### src/pm_sci_pkg.sv
package pm_sci_pkg;

  // Count clock and reference clock rates.
  localparam int REF_CLK_HZ   = 14318180;
  localparam int COUNT_CLK_HZ = 3579545;
  localparam int REF_DIV      = REF_CLK_HZ / COUNT_CLK_HZ;

  localparam int COUNT_W      = 24;
  localparam int COUNT_MSB    = 23;

  // Register offsets within each block.
  localparam logic [3:0] OFS_STS_A     = 4'h0;
  localparam logic [3:0] OFS_STS_B     = 4'h1;
  localparam logic [3:0] OFS_EN_A      = 4'h2;
  localparam logic [3:0] OFS_CNT_LOW   = 4'h8;
  localparam logic [3:0] OFS_CNT_MID   = 4'h9;
  localparam logic [3:0] OFS_CNT_HIGH  = 4'ha;
  localparam logic [3:0] OFS_CNT_SPARE = 4'hb;

  // Field positions and reset values.
  localparam int         STS_B_IR_BIT  = 2;
  localparam int         STS_B_BTN_BIT = 3;
  localparam int         EN_B_W        = 6;
  localparam logic [7:0] EN_A_RST      = 8'h00;
  localparam logic [7:0] CNT_SPARE_VAL = 8'h00;
  localparam logic [7:0] RDATA_RST     = 8'h00;
  localparam logic [COUNT_W-1:0] COUNT_RST = 24'h000000;

  // Pin synchroniser lanes.
  localparam int PIN_BUS_RST = 0;
  localparam int PIN_SB_POR  = 1;
  localparam int PIN_IR_B    = 2;
  localparam int PIN_GENERAL_PIN_TWELVE    = 3;
  localparam int PIN_N       = 4;

  typedef enum logic {
    BLK_PM  = 1'b0,
    BLK_MSC = 1'b1
  } blk_sel_t;

  typedef struct packed {
    logic       rd;
    logic       wr;
    blk_sel_t   blk;
    logic [3:0] addr;
    logic [7:0] wdata;
  } reg_req_t;

  typedef struct packed {
    logic watchdog_irq_status;
    logic group_a_irq_status;
    logic group_b_irq_status;
    logic floppy_irq_status;
    logic serial_a_irq_status;
    logic serial_b_irq_status;
    logic parallel_irq_status;
    logic drive_iface_irq_status;
  } src_status_a_t;

  typedef struct packed {
    logic mgmt_bus_irq_status;
    logic kbc_port_pin_status;
    logic keyboard_irq_status;
    logic mouse_irq_status;
  } src_status_b_t;

endpackage

### src/ref_tick_divider.sv
module ref_tick_divider
  import pm_sci_pkg::*;
#(
  parameter int DIV = REF_DIV
) (
  input  wire logic sys_clk,
  input  wire logic rst,
  input  wire logic ref_clk_pin,
  output logic      tick_r
);

  localparam int CW = $clog2(DIV);
  localparam logic [CW-1:0] LAST = CW'(DIV - 1);

  logic          meta_r;
  logic          sync_r;
  logic          prev_r;
  logic [CW-1:0] div_r;
  logic          edge_seen;

  assign edge_seen = sync_r & ~prev_r;

  always_ff @(posedge sys_clk) begin
    meta_r <= ref_clk_pin;
    sync_r <= meta_r;
    prev_r <= sync_r;
  end

  // A stopped reference gives no edges and therefore no ticks.
  always_ff @(posedge sys_clk) begin
    if (rst) begin
      div_r  <= '0;
      tick_r <= 1'b0;
    end else begin
      tick_r <= 1'b0;
      if (edge_seen) begin
        if (div_r == LAST) begin
          div_r  <= '0;
          tick_r <= 1'b1;
        end else begin
          div_r <= div_r + 1'b1;
        end
      end
    end
  end

endmodule

### src/pm_timer_sci_status.sv
// Function
// RL1: 24-bit counter at count rate while working.
// RL2: Bus reset or standby reset zero count.
// RL3: Stopped reference clock holds count value.
// RL4: Any count bit 23 change sets flag; a change from a bus or standby reset clearing the count does not set it.
// RL5: Flag plus event enable raises interrupt.
// RL6: Mid and high count bytes read-only.
// RL7: Spare count byte reads zero.
// RL8: First status register shows eight sources.
// RL9: Second status shows sources; bits 7:6 zero.
// RL10: Selected infrared pin edge sets bit 2.
// RL11: Button delay start sets bit 3.
// RL12: Write one clears bits 2,3; zero ignored.
// RL13: Standby reset clears status bits 2,3.
// RL14: First enable register read/write, resets zero.
// RL15: Enables gate sources onto group and pin.
// RL16: Group is OR of status AND enable.
// RL17: Low byte read latches upper bytes.
// RL18: Master enable gates interrupt output.
// RL19: Run control stops or runs counter.
module pm_timer_sci_status
  import pm_sci_pkg::*;
#(
  parameter int DIV = REF_DIV
) (
  input  wire logic          sys_clk,
  input  wire logic          rst,
  input  wire reg_req_t      reg_req,
  output logic [7:0]         reg_rdata_r,
  input  wire logic          ref_clk_pin,
  input  wire logic          bus_reset_input,
  input  wire logic          standby_power_on_reset,
  input  wire logic          working_state,
  input  wire logic          count_run_control,
  input  wire logic          count_event_enable,
  input  wire logic          sci_master_enable,
  input  wire logic          count_flag_clear,
  input  wire src_status_a_t src_a_in,
  input  wire src_status_b_t src_b_in,
  input  wire logic          infrared_rx_pin_b,
  input  wire logic          general_pin_twelve,
  input  wire logic          ir_pin_select,
  input  wire logic          button_delay_start,
  input  wire logic [EN_B_W-1:0] sci_enable_b,
  output logic               count_msb_toggle_flag_r,
  output logic               group_sci_r,
  output logic               sci_irq_r
);

  logic [PIN_N-1:0]   pin_meta_r;
  logic [PIN_N-1:0]   pin_sync_r;
  logic               count_tick;
  logic               count_clr;
  logic               count_inc;
  logic [COUNT_W-1:0] pm_count_value_r;
  logic [COUNT_W-1:0] pm_count_value_nxt;
  logic [15:0]        count_snap_r;
  logic [7:0]         sci_source_enable_a_r;
  logic               ir_flag_r;
  logic               btn_flag_r;
  logic               ir_level_r;
  logic               ir_mux;
  logic               ir_edge;
  logic               rd_pm;
  logic               rd_msc;
  logic               wr_msc;
  logic [7:0]         sts_a;
  logic [7:0]         sts_b;
  logic [7:0]         rdata_nxt;
  logic               group_nxt;
  logic               msb_flip;

  // Pins outside the clock domain pass two flip-flops first.
  always_ff @(posedge sys_clk) begin
    pin_meta_r <= {general_pin_twelve, infrared_rx_pin_b,
                   standby_power_on_reset, bus_reset_input};
    pin_sync_r <= pin_meta_r;
  end

  ref_tick_divider #(
    .DIV (DIV)
  ) u_tick (
    .sys_clk     (sys_clk),
    .rst         (rst),
    .ref_clk_pin (ref_clk_pin),
    .tick_r      (count_tick)
  );

  assign count_clr = pin_sync_r[PIN_BUS_RST] | pin_sync_r[PIN_SB_POR];
  assign count_inc = count_tick & working_state & count_run_control; // RL1 RL19
  assign pm_count_value_nxt = pm_count_value_r + 1'b1;
  assign msb_flip = pm_count_value_nxt[COUNT_MSB] ^
                    pm_count_value_r[COUNT_MSB];

  // Without ticks the count simply stands, so a restart resumes from it.
  always_ff @(posedge sys_clk) begin
    if (rst || count_clr) begin
      pm_count_value_r <= COUNT_RST; // RL2
    end else if (count_inc) begin
      pm_count_value_r <= pm_count_value_nxt; // RL1 RL3
    end
  end

  // A new event wins over a clear in the same cycle.
  always_ff @(posedge sys_clk) begin
    if (rst || pin_sync_r[PIN_SB_POR]) begin
      count_msb_toggle_flag_r <= 1'b0;
    end else if (!count_clr && count_inc && msb_flip) begin
      count_msb_toggle_flag_r <= 1'b1; // RL4
    end else if (count_flag_clear) begin
      count_msb_toggle_flag_r <= 1'b0;
    end
  end

  assign rd_pm  = reg_req.rd && (reg_req.blk == BLK_PM);
  assign rd_msc = reg_req.rd && (reg_req.blk == BLK_MSC);
  assign wr_msc = reg_req.wr && (reg_req.blk == BLK_MSC);

  // Reading the low byte freezes the upper two for a coherent value.
  always_ff @(posedge sys_clk) begin
    if (rst || count_clr) begin
      count_snap_r <= 16'h0000;
    end else if (rd_pm && reg_req.addr == OFS_CNT_LOW) begin
      count_snap_r <= pm_count_value_r[23:8]; // RL17
    end
  end

  always_ff @(posedge sys_clk) begin
    if (rst || pin_sync_r[PIN_SB_POR]) begin
      sci_source_enable_a_r <= EN_A_RST; // RL14
    end else if (wr_msc && reg_req.addr == OFS_EN_A) begin
      sci_source_enable_a_r <= reg_req.wdata; // RL14
    end
  end

  assign ir_mux  = ir_pin_select ? pin_sync_r[PIN_GENERAL_PIN_TWELVE]
                                 : pin_sync_r[PIN_IR_B];
  assign ir_edge = ir_mux ^ ir_level_r;

  // Tracking the pin through reset avoids a false edge afterwards.
  always_ff @(posedge sys_clk) begin
    ir_level_r <= ir_mux;
  end

  always_ff @(posedge sys_clk) begin
    if (rst || pin_sync_r[PIN_SB_POR]) begin
      ir_flag_r <= 1'b0; // RL13
    end else if (ir_edge) begin
      ir_flag_r <= 1'b1; // RL10
    end else if (wr_msc && reg_req.addr == OFS_STS_B &&
                 reg_req.wdata[STS_B_IR_BIT]) begin
      ir_flag_r <= 1'b0; // RL12
    end
  end

  always_ff @(posedge sys_clk) begin
    if (rst || pin_sync_r[PIN_SB_POR]) begin
      btn_flag_r <= 1'b0; // RL13
    end else if (button_delay_start) begin
      btn_flag_r <= 1'b1; // RL11
    end else if (wr_msc && reg_req.addr == OFS_STS_B &&
                 reg_req.wdata[STS_B_BTN_BIT]) begin
      btn_flag_r <= 1'b0; // RL12
    end
  end

  // Status bits cleared at source are shown live from their sources.
  assign sts_a = src_a_in; // RL8
  assign sts_b = {2'b00,                       // RL9
                  src_b_in.mgmt_bus_irq_status,
                  src_b_in.kbc_port_pin_status,
                  btn_flag_r,
                  ir_flag_r,
                  src_b_in.keyboard_irq_status,
                  src_b_in.mouse_irq_status};

  always_comb begin
    rdata_nxt = RDATA_RST;
    if (rd_pm) begin
      case (reg_req.addr)
        OFS_CNT_LOW:   rdata_nxt = pm_count_value_r[7:0];
        OFS_CNT_MID:   rdata_nxt = count_snap_r[7:0]; // RL6
        OFS_CNT_HIGH:  rdata_nxt = count_snap_r[15:8]; // RL6
        OFS_CNT_SPARE: rdata_nxt = CNT_SPARE_VAL; // RL7
        default:       rdata_nxt = RDATA_RST;
      endcase
    end else if (rd_msc) begin
      case (reg_req.addr)
        OFS_STS_A: rdata_nxt = sts_a; // RL8
        OFS_STS_B: rdata_nxt = sts_b; // RL9
        OFS_EN_A:  rdata_nxt = sci_source_enable_a_r; // RL14
        default:   rdata_nxt = RDATA_RST;
      endcase
    end
  end

  always_ff @(posedge sys_clk) begin
    if (rst) begin
      reg_rdata_r <= RDATA_RST;
    end else begin
      reg_rdata_r <= rdata_nxt;
    end
  end

  assign group_nxt = (|(sts_a & sci_source_enable_a_r)) |          // RL16
                     (|(sts_b[EN_B_W-1:0] & sci_enable_b)) |       // RL15
                     (count_msb_toggle_flag_r & count_event_enable); // RL5

  always_ff @(posedge sys_clk) begin
    if (rst) begin
      group_sci_r <= 1'b0;
      sci_irq_r   <= 1'b0;
    end else begin
      group_sci_r <= group_nxt; // RL16
      sci_irq_r   <= group_nxt & sci_master_enable; // RL15 RL18
    end
  end
endmodule

### config.mk
export PLATFORM = sky130hd
export DESIGN_NAME = pm_timer_sci_status
export DESIGN_NICKNAME = d
export VERILOG_FILES = /design/src/pm_sci_pkg.sv /design/src/ref_tick_divider.sv /design/src/pm_timer_sci_status.sv
export SDC_FILE = /design/constraint.sdc
export NUM_CORES = 1
export LEC_CHECK = 0
export ABC_AREA = 1
export ABC_CLOCK_PERIOD_IN_PS = 1200
export BUFFER_PORTS_ARGS = -buffer_cell sky130_fd_sc_hd__buf_4
export CAP_MARGIN = 20
export CORE_MARGIN = 2
export CORE_UTILIZATION = 30
export CTS_CLUSTER_DIAMETER = 200
export DETAILED_ROUTE_END_ITERATION = 10
export SLEW_MARGIN = 5
export SYNTH_ARGS = -nofsm -noshare
export SYNTH_HDL_FRONTEND = slang
export SYNTH_SLANG_ARGS = --single-unit
### constraint.sdc
create_clock -name sys_clk -period 1.2 [get_ports sys_clk]
set_input_delay 0.12 -clock sys_clk [delete_from_list [all_inputs] [get_ports sys_clk]]
set_output_delay 0.12 -clock sys_clk [all_outputs]
set_load 0.005 [all_outputs]
After elaboration in Yosys (flattened, before gate mapping) --
Cells that the tools add are included.
Cells by class: equality and inequality tests 6, bitwise gates (word level) 15, reductions and logical operators 20, $add $sub $neg 2, muxes and demuxes 13
Operators with widths (count):
- 8-bit case mux with 3 select lines | 2
- 24-bit by 1-bit adder with 24-bit output, second input constant | 1
- 8-bit two-way mux | 2
- 4-bit == test, second input constant | 3
- 1-bit logical AND | 10
- 8-bit AND | 1
- 1-bit two-way mux | 8
- 8-bit OR reduction | 1
- 6-bit AND | 1
- 2-bit nonzero test | 3
- 6-bit OR reduction | 1
- 1-bit AND | 5
- 4-bit by 1-bit == test with 1-bit output, second input constant | 1
- 4-bit by 2-bit == test with 1-bit output, second input constant | 1
- 4-bit logical NOT | 1
- 1-bit inverter | 3
- 1-bit bitwise OR | 3
- 2-bit by 1-bit adder with 2-bit output, second input constant | 1
- 2-bit == test, second input constant | 1
- 1-bit logical OR | 2
- 2-bit two-way mux | 1
- 2-bit OR reduction | 1
- 1-bit XOR | 2
- 1-bit logical NOT | 1
Storage, ports and cells: output and inout port bits 11, bits of input ports 47, flip-flop bits (word level) 76

Longest topological paths before layout --
Gate-level depths: netlist (run 1).
word-level depth 5, depth in mapped cells 8, gate-level depth less buffers 8

By module --
From an unflattened synthesis (run 1), not the netlist that was laid out.
Unflattened totals: cell total of the unflattened synthesis 501, area, all modules 3393.3 µm²
By module, submodules not included:
- pm_timer_sci_status | area an instance 3195.6 µm², cells an instance 478, instances 1
- ref_tick_divider | area an instance 197.7 µm², cells an instance 23, instances 1

Least setup slack after synthesis (run 1) --
Ideal clock, no wire load.
path type reg2reg, start point register pm_count_value_r[1], end point register pm_count_value_r[18], data arrival time 1.189 ns, cell stages (with the launch flop) 9, setup slack -0.102 ns, library setup time 0.113 ns, period minus slack after synthesis 1.302 ns, cells stage by stage dfxtp_1 -> ha_1 -> nand3_1 -> nor2_1 -> nand3_1 -> nor2_1 -> nand2_1 -> nand2_1 -> nor2_1
Between the ends: longest elaborated chain between the ends 1
RTL lines:
- start, declared | RTL line pm_timer_sci_status.sv:55 | logic [COUNT_W-1:0] pm_count_value_r;
- start signal, assigned | RTL line pm_timer_sci_status.sv:100 | pm_count_value_r <= pm_count_value_nxt;
- 24-bit by 1-bit adder with 24-bit output | RTL line pm_timer_sci_status.sv:91 | assign pm_count_value_nxt = pm_count_value_r + 1'b1;
No other way between the ends. A chain may end at the register's enable or synchronous reset.

Worst setup path in the final report (run 1) --
start point register pm_count_value_r[1], end point register pm_count_value_r[5]
Same word-level chain as after synthesis.

==> metrics.csv, run 1 <==
metric,value,unit
run_status,finished with violations,
violations,negative setup slack,
drt-pass1-iter-count,4,
drt.antenna.violating_nets,0,
final-seq-area,1544,um2
synth.net_count,536,
clock_latency,0.33,ns
multi_input_area,1810,um2
dr.first_iter.drc_count,201,
async_flop_share,0,
setup.worst_path.end_class,register,
io-pin-count,58,
max_cap_viol_count,0,
maxSlewHeadroom,0.8038,
finish.net_count,658,
timing.setup.tns,-0.4336,ns
numClockSinks,76,
finalMaxSlewViolations,0,
final.min_clock_period,1.289,ns
port-buffer-count,57,
power_report.internal_total,4.604,mW
finalNonFillerCells,754,
worst_path_max_delay_cell,sky130_fd_sc_hd__dfxtp_4,
rows,38,
wl_per_cell,12.56,um
wirelength,9470,um
dp_hpwl,7276,um
post-synth-top-area-cell,sky130_fd_sc_hd__dfxtp_1,
setup-violations-final,14,
antenna_found_initial,0,
irDropWorstVdd,771.9,uV
synth-seq-cells,76,
finClkSkew,0.004680,ns
synth.distinct_cells,28,
synth.yosys.warnings,0,
cts_root_buffer,sky130_fd_sc_hd__clkbuf_16,
path_cells,buf_4 > nand2_1 > nor2_1 > nand2_1 > buf_4 > buf_4 > nor2_1 > o21a_1,
timing.final.crit_share,1.074,
netlist_top_cells_area,"sky130_fd_sc_hd__dfxtp_1 45%, sky130_fd_sc_hd__nand2_1 12%, sky130_fd_sc_hd__nand3_1 12%",
dieWidth,110.4,um
die_h,110.4,um
final_core_utilization,0.4624,
die_area,12190,um2
cp_data_required_time,1.47,ns
net-switching-power,1.293,mW
grt_use_total,0.1575,
netlist_top_cells_count,"113 x sky130_fd_sc_hd__nand2_1, 80 x sky130_fd_sc_hd__nand3_1, 76 x sky130_fd_sc_hd__dfxtp_1, 55 x sky130_fd_sc_hd__a21oi_1, 50 x sky130_fd_sc_hd__nor2_1",
count_of_h_tree_levels_built_during_cts,3,
clock_power_share,0.496,
cts_inserted_buffers,9,
maximum_number_of_pins_on_one_net_before_global_route_repair,33,
ctsLongestPathBuffers,2,
antennaDiodeCount,0,
yosysMostFrequentCell,sky130_fd_sc_hd__nand2_1,
synth_enable_flop_cells,0,
first_pass_grt_wire_length,15840,um
dr_total_vias,3501,
syn_area,3398,um2
fillers,1105,
global_route.overflow_total,0,
power.sequential.fraction,0.436,
final_hold_violation_count,0,
setup_repair_after_global_routing_missed_its_margin,yes,
initial_core_util,0.3108,
share_comb_of_total_power,0.068,
setup_slack_on_the_worst_flop_to_flop_path,-0.09,ns
p_total,5.897,mW
worst_ep_arrival_time,1.56,ns
post-place-cells,728,
worst_slew_pin_slew,0.2913,ns
critical_path.max_stage_delay,0.37,ns
critical-path-top-cell-by-count,sky130_fd_sc_hd__buf_4,
maxClockFrequency,775.8,MHz
power_per_cell_area,1166,nW/um2
critical_path_peak_fanout,4,
leakagePower,2.026,nW
core_area,10940,um2
grt_pass1_vias,3357,
power.share.switching,0.2193,
synthCells,487,
crit_path_start_kind,register,
gp_routability_congestion,0.8771,
synth_top_area_frac,0.4477,
synth_area_per_inst,6.978,um2
clk_pin_slew,0.06,ns
drive_above_1_share,0.3143,
critPathKind,reg -> reg,
clock_tree_from_tritoncts,built,
seq_total_area_yosys,0.4477,
ys.flop_type,sky130_fd_sc_hd__dfxtp_1,
final.setup.worst_slack,-0.08902,ns
route.detailed.vias_per_inst,4.643,
hold_class,in -> reg,
syn2layout_area_growth,48.79,%
route.detailed.drc,0,
logic make-up after synthesis:
logic type	share of synthesized area
AO/OA/AOI/OAI	0.1215
XOR/XNOR	0.007733
adder cells (fa/ha/maj)	0.007363
buffers and inverters	0.07179
flip-flops	0.4477
AND/OR/NAND/NOR	0.3439
critical path, delay by kind of cell, from the launching register on:
kind	cells	cell delay, ns
flops	1	0.37
compound gates	1	0.11
buf+inv	3	0.40
simple gates	4	0.35
layer usage:
metal	GRT usage	wire, um	vias up
met5	0	0	-
met4	0.05750	158	0
met3	0.03074	415	12
met2	0.2479	4369	61
met1	0.2145	4527	1592
li1	-	-	1836
path summary, 6_finish.rpt:
path / start / end / cells past startpoint
min: reg_req[6] / sci_source_enable_a_r[6]$_SDFFE_PP0P_ / 3
max: pm_count_value_r[1]$_SDFFE_PP0N_ / pm_count_value_r[5]$_SDFFE_PP0N_ / 8
min reg2reg: u_tick.meta_r$_DFF_P_ / u_tick.sync_r$_DFF_P_ / 0
max reg2reg: pm_count_value_r[1]$_SDFFE_PP0N_ / pm_count_value_r[5]$_SDFFE_PP0N_ / 8
placed cells by master (no fill, tap or decap), drive strengths merged, types with 3 or more instances in the layout:
cell / Yosys / final
a21oi: 55 / 55
buf: 11 / 120
clkbuf: 4 / 10
dfxtp: 76 / 76
dlygate4sd3: 0 / 6
inv: 46 / 48
nand2: 114 / 114
nand3: 82 / 82
nor2: 61 / 61
nor3: 3 / 3
o21ai: 23 / 23
per-stage QoR:
| step | area (um2) | setup slack (ns) | hold WS [ns] |
|---|---|---|---|
| global placement | 4481 | -0.1882 | 0.2251 |
| floorplan | 3443 | -0.004173 | 0.1477 |
| global route | 5056 | -0.1574 | 0.04705 |
| detailed placement | 4481 | -0.2015 | 0.2265 |
| CTS | 4960 | -0.04076 | 0.03002 |
| finish | 5056 | -0.08902 | 0.03857 |
layout make-up:
cell class | count | share of cell area
multi-input cells | 350 | 0.3581
flip-flops and latches | 76 | 0.3054
repair buffers | 126 | 0.2032
clock buffers | 10 | 0.04529
inverters | 46 | 0.03464
well taps | 140 | 0.03464
clock inverters | 6 | 0.01881
state kept, by name, summed over array words and instances (netlist names), 2 cells and up:
register / flops
pin_meta_r: 4
count_snap_r: 16
reg_rdata_r: 8
sci_source_enable_a_r: 8
u_tick.div_r: 2
pin_sync_r: 4
pm_count_value_r: 24
power by group through the flow:
stage / registers, mW / clock network [mW] / logic [mW]
CTS: 2.57 / 3.00 / 0.405
global placement: 2.63 / 0 / 0.377
global route: 2.57 / 3.09 / 0.446
finish: 2.57 / 2.92 / 0.402
detailed placement: 2.63 / 0 / 0.384
floorplan: 2.63 / 0 / 0.157
timing repair:
action,CTS,global route
endpoints found under the setup margin,22,27
resized for setup,25,32
pin swaps,11,15
endpoints found under the hold margin,6,0
buffers inserted,2,2
hold buffers,6,0
(Power assumes the default switching activity.)
==> run 2: changes to the inputs <==
--- a/config.mk
+++ b/config.mk
@@ -9,6 +9,7 @@
 export ABC_CLOCK_PERIOD_IN_PS = 1200
 export BUFFER_PORTS_ARGS = -buffer_cell sky130_fd_sc_hd__buf_4
 export CAP_MARGIN = 20
+export CORE_ASPECT_RATIO = 1.4
 export CORE_MARGIN = 2
 export CORE_UTILIZATION = 30
 export CTS_CLUSTER_DIAMETER = 200
==> metrics.csv, run 2 (same netlist as run 1, synthesis figures left out) <==
metric,value,unit
route.detailed.drc,0,
critical_path_peak_fanout,5,
grt_pass1_vias,3588,
final_hold_violation_count,0,
syn2layout_area_growth,55.71,%
first_pass_grt_wire_length,16230,um
worst_slew_pin_slew,0.3211,ns
antenna_found_initial,0,
run_status,finished with violations,
r2r_cells,8,
cts_root_buffer,sky130_fd_sc_hd__clkbuf_16,
cp_data_required_time,1.43,ns
postPlaceCellArea,4496,um2
setup_slack_on_the_worst_flop_to_flop_path,-0.08,ns
hold_class,in -> reg,
critPathKind,reg -> reg,
largest_register_ffs,24,
global_route.overflow_total,0,
maximum_number_of_pins_on_one_net_before_global_route_repair,33,
die_h,129.9,um
setup-violations-final,16,
worst_path_max_delay_cell,sky130_fd_sc_hd__dfxtp_4,
dieWidth,93.95,um
finClkSkew,0.006479,ns
maxClockFrequency,778.4,MHz
final_core_utilization,0.4739,
maxSlewHeadroom,0.7837,
io-pin-count,58,
max_cap_viol_count,0,
antennaDiodeCount,0,
setup_repair_after_global_routing_missed_its_margin,yes,
grt_use_total,0.1699,
capturing_point_of_the_worst_reg2reg_path,pm_count_value_r[20]$_SDFFE_PP0N_,
critical_path.max_stage_delay,0.37,ns
initial_core_util,0.3043,
final_area,5291,um2
clk_pin_slew,0.06,ns
largestRegisters,"pm_count_value_r (24), count_snap_r (16)",
violations,negative setup slack,
clock_latency,0.34,ns
critical_path_cell_count,8,
finish.net_count,670,
crit_path_start_kind,register,
power_per_cell_area,1032,nW/um2
most_frequent_cells_in_the_layout,"113 x sky130_fd_sc_hd__buf_4, 103 x sky130_fd_sc_hd__nand2_1, 67 x sky130_fd_sc_hd__nand3_1",
dr.first_iter.drc_count,115,
crit_start,pm_count_value_r[1]$_SDFFE_PP0N_,
path_cells,ha_4 > nand3_4 > nor2_4 > nand2_2 > nor2_4 > nand3_2 > nand2_1 > nor2_1,
timing.final.crit_share,1.071,
rows,46,
ctsLongestPathBuffers,2,
irDropWorstVdd,523.0,uV
die_area,12210,um2
final.setup.worst_slack,-0.08464,ns
critical-path-top-cell-by-count,sky130_fd_sc_hd__nor2_4,
worst_ep_arrival_time,1.52,ns
final.min_clock_period,1.285,ns
core_area,11170,um2
post-place-cells,735,
route.detailed.vias_per_inst,4.830,
setup.worst_path.end,pm_count_value_r[20]$_SDFFE_PP0N_,
clock_tree_from_tritoncts,built,
critical_path_buf_inv_count,0,
numClockSinks,76,
finalNonFillerCells,770,
dr_total_vias,3719,
port-buffer-count,57,
p_total,5.459,mW
drt.antenna.violating_nets,0,
finalMaxSlewViolations,0,
worstReg2RegStart,pm_count_value_r[1]$_SDFFE_PP0N_,
count_of_h_tree_levels_built_during_cts,3,
cts_inserted_buffers,9,
wl_per_cell,13.46,um
wirelength,10370,um
drt-pass1-iter-count,5,
critical_path.top_delay_family,simple AND/OR/NAND/NOR gates,
dp_hpwl,7580,um
gp_routability_congestion,0.8360,
leakagePower,2.090,nW
setup.worst_path.end_class,register,
top_register,pm_count_value_r,
drive_above_1_share,0.3834,
most_common_cell_after_layout_fill_and_taps_aside,sky130_fd_sc_hd__buf_4,
timing.setup.tns,-0.5548,ns
[run 2: through the flow]
step           setup WS (ns)  hold WS, ns
2_1_floorplan      -0.004173       0.1477
3_3_place_gp         -0.1773       0.2254
3_5_place_dp         -0.1783       0.2260
4_1_cts             -0.06173      0.02001
5_1_grt              -0.1702      0.04305
6_report            -0.08464      0.03764
[run 2: how the worst min path moves through the flow]
stage,start,endpoint,slack (ns),cells after the start
after floorplan,bus_reset_input,pin_meta_r[0]$_DFF_P_,0.15,0
final,reg_req[5],sci_source_enable_a_r[5]$_SDFFE_PP0P_,0.04,3
after global placement,ref_clk_pin,u_tick.meta_r$_DFF_P_,0.23,1
after global routing,reg_req[4],sci_source_enable_a_r[4]$_SDFFE_PP0P_,0.04,3
after detailed placement,bus_reset_input,pin_meta_r[0]$_DFF_P_,0.23,1
after CTS,count_flag_clear,count_msb_toggle_flag_r$_SDFFE_PP0P_,0.02,4
[run 2: layer usage]
metal,global-route usage,vias to the layer above,wire length (um),part of all wire
li1,-,1866,-,-
met1,0.1683,1713,3830,0.37
met2,0.3332,114,5711,0.55
met3,0.02945,26,473,0.046
met4,0.08440,0,350,0.034
met5,0,-,0,0
[run 2: area by class of cell]
cell class / instances / area [um2]
fillers: 1088 / 5874
multi-input cells: 350 / 1943
flip-flops and latches: 76 / 1554
repair buffers: 138 / 1166
clock buffers: 9 / 225.2
well taps: 144 / 180.2
inverters: 46 / 178.9
clock inverters: 7 / 43.79
[run 2: worst reg2reg max path, delay by kind of cell (launching register included)]
family                     cells  cell delay [ns]
DFF                            1             0.37
and+or+nand+nor                7             0.66
adders and majority gates      1             0.16
[run 2: what timing repair did]
item | 4_1_cts | 5_1_grt
pin swaps | 13 | 33
resized for setup | 36 | 81
endpoints found under the setup margin | 20 | 32
buffers inserted | 2 | 12
hold buffers | 6 | 0
endpoints found under the hold margin | 6 | 0
[run 2: power by group]
group | switching [mW] | internal [mW]
combinational | 0.207 | 0.224
sequential | 0.0162 | 2.55
clock | 1.07 | 1.39
==> run 3: changes to the inputs <==
--- a/config.mk
+++ b/config.mk
@@ -14,6 +14,7 @@
 export CORE_UTILIZATION = 30
 export CTS_CLUSTER_DIAMETER = 200
 export DETAILED_ROUTE_END_ITERATION = 10
+export REMOVE_ABC_BUFFERS = 1
 export SLEW_MARGIN = 5
 export SYNTH_ARGS = -nofsm -noshare
 export SYNTH_HDL_FRONTEND = slang
==> metrics.csv, run 3 (same netlist as run 1, synthesis figures left out) <==
metric,value,unit
worst_hold_path.endpoint,count_msb_toggle_flag_r$_SDFFE_PP0P_,
largest_register_ffs,24,
final_area,5249,um2
dp_hpwl,7345,um
final-seq-area,1543,um2
setup.worst_path.end_class,register,
path_cells,ha_4 > nand3_4 > nor2_4 > nand2_2 > nor2_4 > nand3_2 > nand2_1 > nor2_1,
numClockSinks,76,
setup_repair_after_global_routing_missed_its_margin,yes,
critical-path-top-cell-by-count,sky130_fd_sc_hd__nor2_4,
grt_pass1_vias,3397,
antennaDiodeCount,0,
critical_path_peak_fanout,5,
worstReg2RegStart,pm_count_value_r[0]$_SDFFE_PP0N_,
run_status,finished with violations,
count_of_h_tree_levels_built_during_cts,3,
largestRegisters,"pm_count_value_r (24), count_snap_r (16)",
clk_pin_slew,0.06,ns
crit_path_start_kind,register,
finClkSkew,0.006141,ns
setup_slack_on_the_worst_flop_to_flop_path,-0.12,ns
route.detailed.vias_per_inst,4.779,
hold_class,in -> reg,
syn2layout_area_growth,54.45,%
fillers,1094,
maxSlewHeadroom,0.8174,
r2r_cells,8,
initial_core_util,0.3043,
core_area,11170,um2
postPlaceCellArea,4473,um2
irDropWorstVdd,544.1,uV
dr.first_iter.drc_count,204,
dieWidth,93.95,um
antenna_found_initial,0,
wirelength,10260,um
rows,46,
violations,negative setup slack,
ctsLongestPathBuffers,2,
worst_ep_arrival_time,1.55,ns
cts_root_buffer,sky130_fd_sc_hd__clkbuf_16,
global_route.overflow_total,0,
multi_input_area,1864,um2
io-pin-count,58,
holdWs,0.02778,ns
clock_latency,0.34,ns
most_common_cell_after_layout_fill_and_taps_aside,sky130_fd_sc_hd__buf_4,
drive_above_1_share,0.3504,
worst_slew_pin_slew,0.2736,ns
port-buffer-count,57,
grt_use_total,0.1583,
cts_inserted_buffers,9,
dr_total_vias,3675,
critical_path.max_stage_delay,0.37,ns
most_frequent_cells_in_the_layout,"114 x sky130_fd_sc_hd__buf_4, 107 x sky130_fd_sc_hd__nand2_1, 74 x sky130_fd_sc_hd__nand3_1",
worst_hold_path.num_cells,4,
maxClockFrequency,759.8,MHz
p_total,5.616,mW
gp_routability_congestion,0.9092,
leakagePower,2.054,nW
setup-violations-final,31,
route.detailed.drc,0,
wl_per_cell,13.34,um
max_cap_viol_count,0,
critPathKind,reg -> reg,
drt.antenna.violating_nets,0,
die_h,129.9,um
timing.final.crit_share,1.097,
die_area,12210,um2
drt-pass1-iter-count,5,
final_hold_violation_count,0,
finish.net_count,669,
first_pass_grt_wire_length,15190,um
cp_data_required_time,1.43,ns
top_register,pm_count_value_r,
worst_hold_startpoint,count_flag_clear,
final.setup.worst_slack,-0.1161,ns
capturing_point_of_the_worst_reg2reg_path,pm_count_value_r[20]$_SDFFE_PP0N_,
worst_path_max_delay_cell,sky130_fd_sc_hd__dfxtp_4,
clock_tree_from_tritoncts,built,
power_per_cell_area,1070,nW/um2
finalMaxSlewViolations,0,
maximum_number_of_pins_on_one_net_before_global_route_repair,33,
final.min_clock_period,1.316,ns
[run 3: changes by cell type in the layout (fill, tap and decap cells not counted), sizes merged]
cell,change
buf,-3
clkbuf,+2
clkinv,-4
clkinvlp,-1
inv,+5
[run 3: layout make-up]
| class | instances | share of cell area |
|---|---|---|
| Multi-Input combinational cell | 350 | 0.3552 |
| Sequential cell | 76 | 0.2939 |
| Timing Repair Buffer | 137 | 0.2293 |
| Clock buffer | 9 | 0.04291 |
| Tap cell | 144 | 0.03433 |
| Inverter | 46 | 0.03361 |
| Clock inverter | 7 | 0.01073 |
[run 3: critical path: cells and delay by family (launching register included)]
kind / cells / cell delay, ns
and+or+nand+nor: 7 / 0.69
adders and majority gates: 1 / 0.16
DFF: 1 / 0.37
[run 3: metrics by stage]
stage	setup TNS (ns)	instances	setup WS, ns	utilization
3_5_place_dp	-2.490	733	-0.2423	0.4006
5_1_grt	-4.830	769	-0.2089	0.4701
3_3_place_gp	-1.533	733	-0.1836	0.4006
6_report	-1.552	769	-0.1161	0.4701
4_1_cts	-0.7282	755	-0.09705	0.4415
2_1_floorplan	-16.03	472	-0.6330	-
[run 3: where the power goes]
group	switching [mW]	total [mW]	internal, mW
clock network	1.15	2.58	1.43
logic	0.216	0.466	0.250
registers	0.0170	2.57	2.55
[run 3: worst max path at each step]
stage | start | endpoint | slack [ns] | cells past startpoint
3_5_place_dp | pm_count_value_r[0]$_SDFFE_PP0N_ | pm_count_value_r[16]$_SDFFE_PP0N_ | -0.24 | 8
6_report | pm_count_value_r[0]$_SDFFE_PP0N_ | pm_count_value_r[20]$_SDFFE_PP0N_ | -0.12 | 8
3_3_place_gp | pm_count_value_r[0]$_SDFFE_PP0N_ | pm_count_value_r[18]$_SDFFE_PP0N_ | -0.18 | 8
5_1_grt | pin_sync_r[1]$_DFF_P_ | pm_count_value_r[9]$_SDFFE_PP0N_ | -0.21 | 6
4_1_cts | pm_count_value_r[1]$_SDFFE_PP0N_ | pm_count_value_r[20]$_SDFFE_PP0N_ | -0.1 | 8
2_1_floorplan | reg_req[11] | count_snap_r[0]$_SDFFE_PP0P_ | -0.63 | 5
[run 3: per-layer routing]
layer  up-vias  wire length (um)  GRT usage
met1      1694              3858     0.1596
met3        21               382    0.02829
met2        96              5759     0.3063
met5         -                 0          0
li1       1864                 -          -
met4         0               261    0.07928
[run 3: timing repair]
| action | 4_1_cts | 5_1_grt |
|---|---|---|
| hold buffers | 6 | 0 |
| buffers inserted | 0 | 11 |
| pin swaps | 6 | 16 |
| setup endpoints to repair | 21 | 40 |
| gates resized for setup | 35 | 56 |
| hold endpoints to repair | 6 | 0 |
| cloned | 0 | 3 |
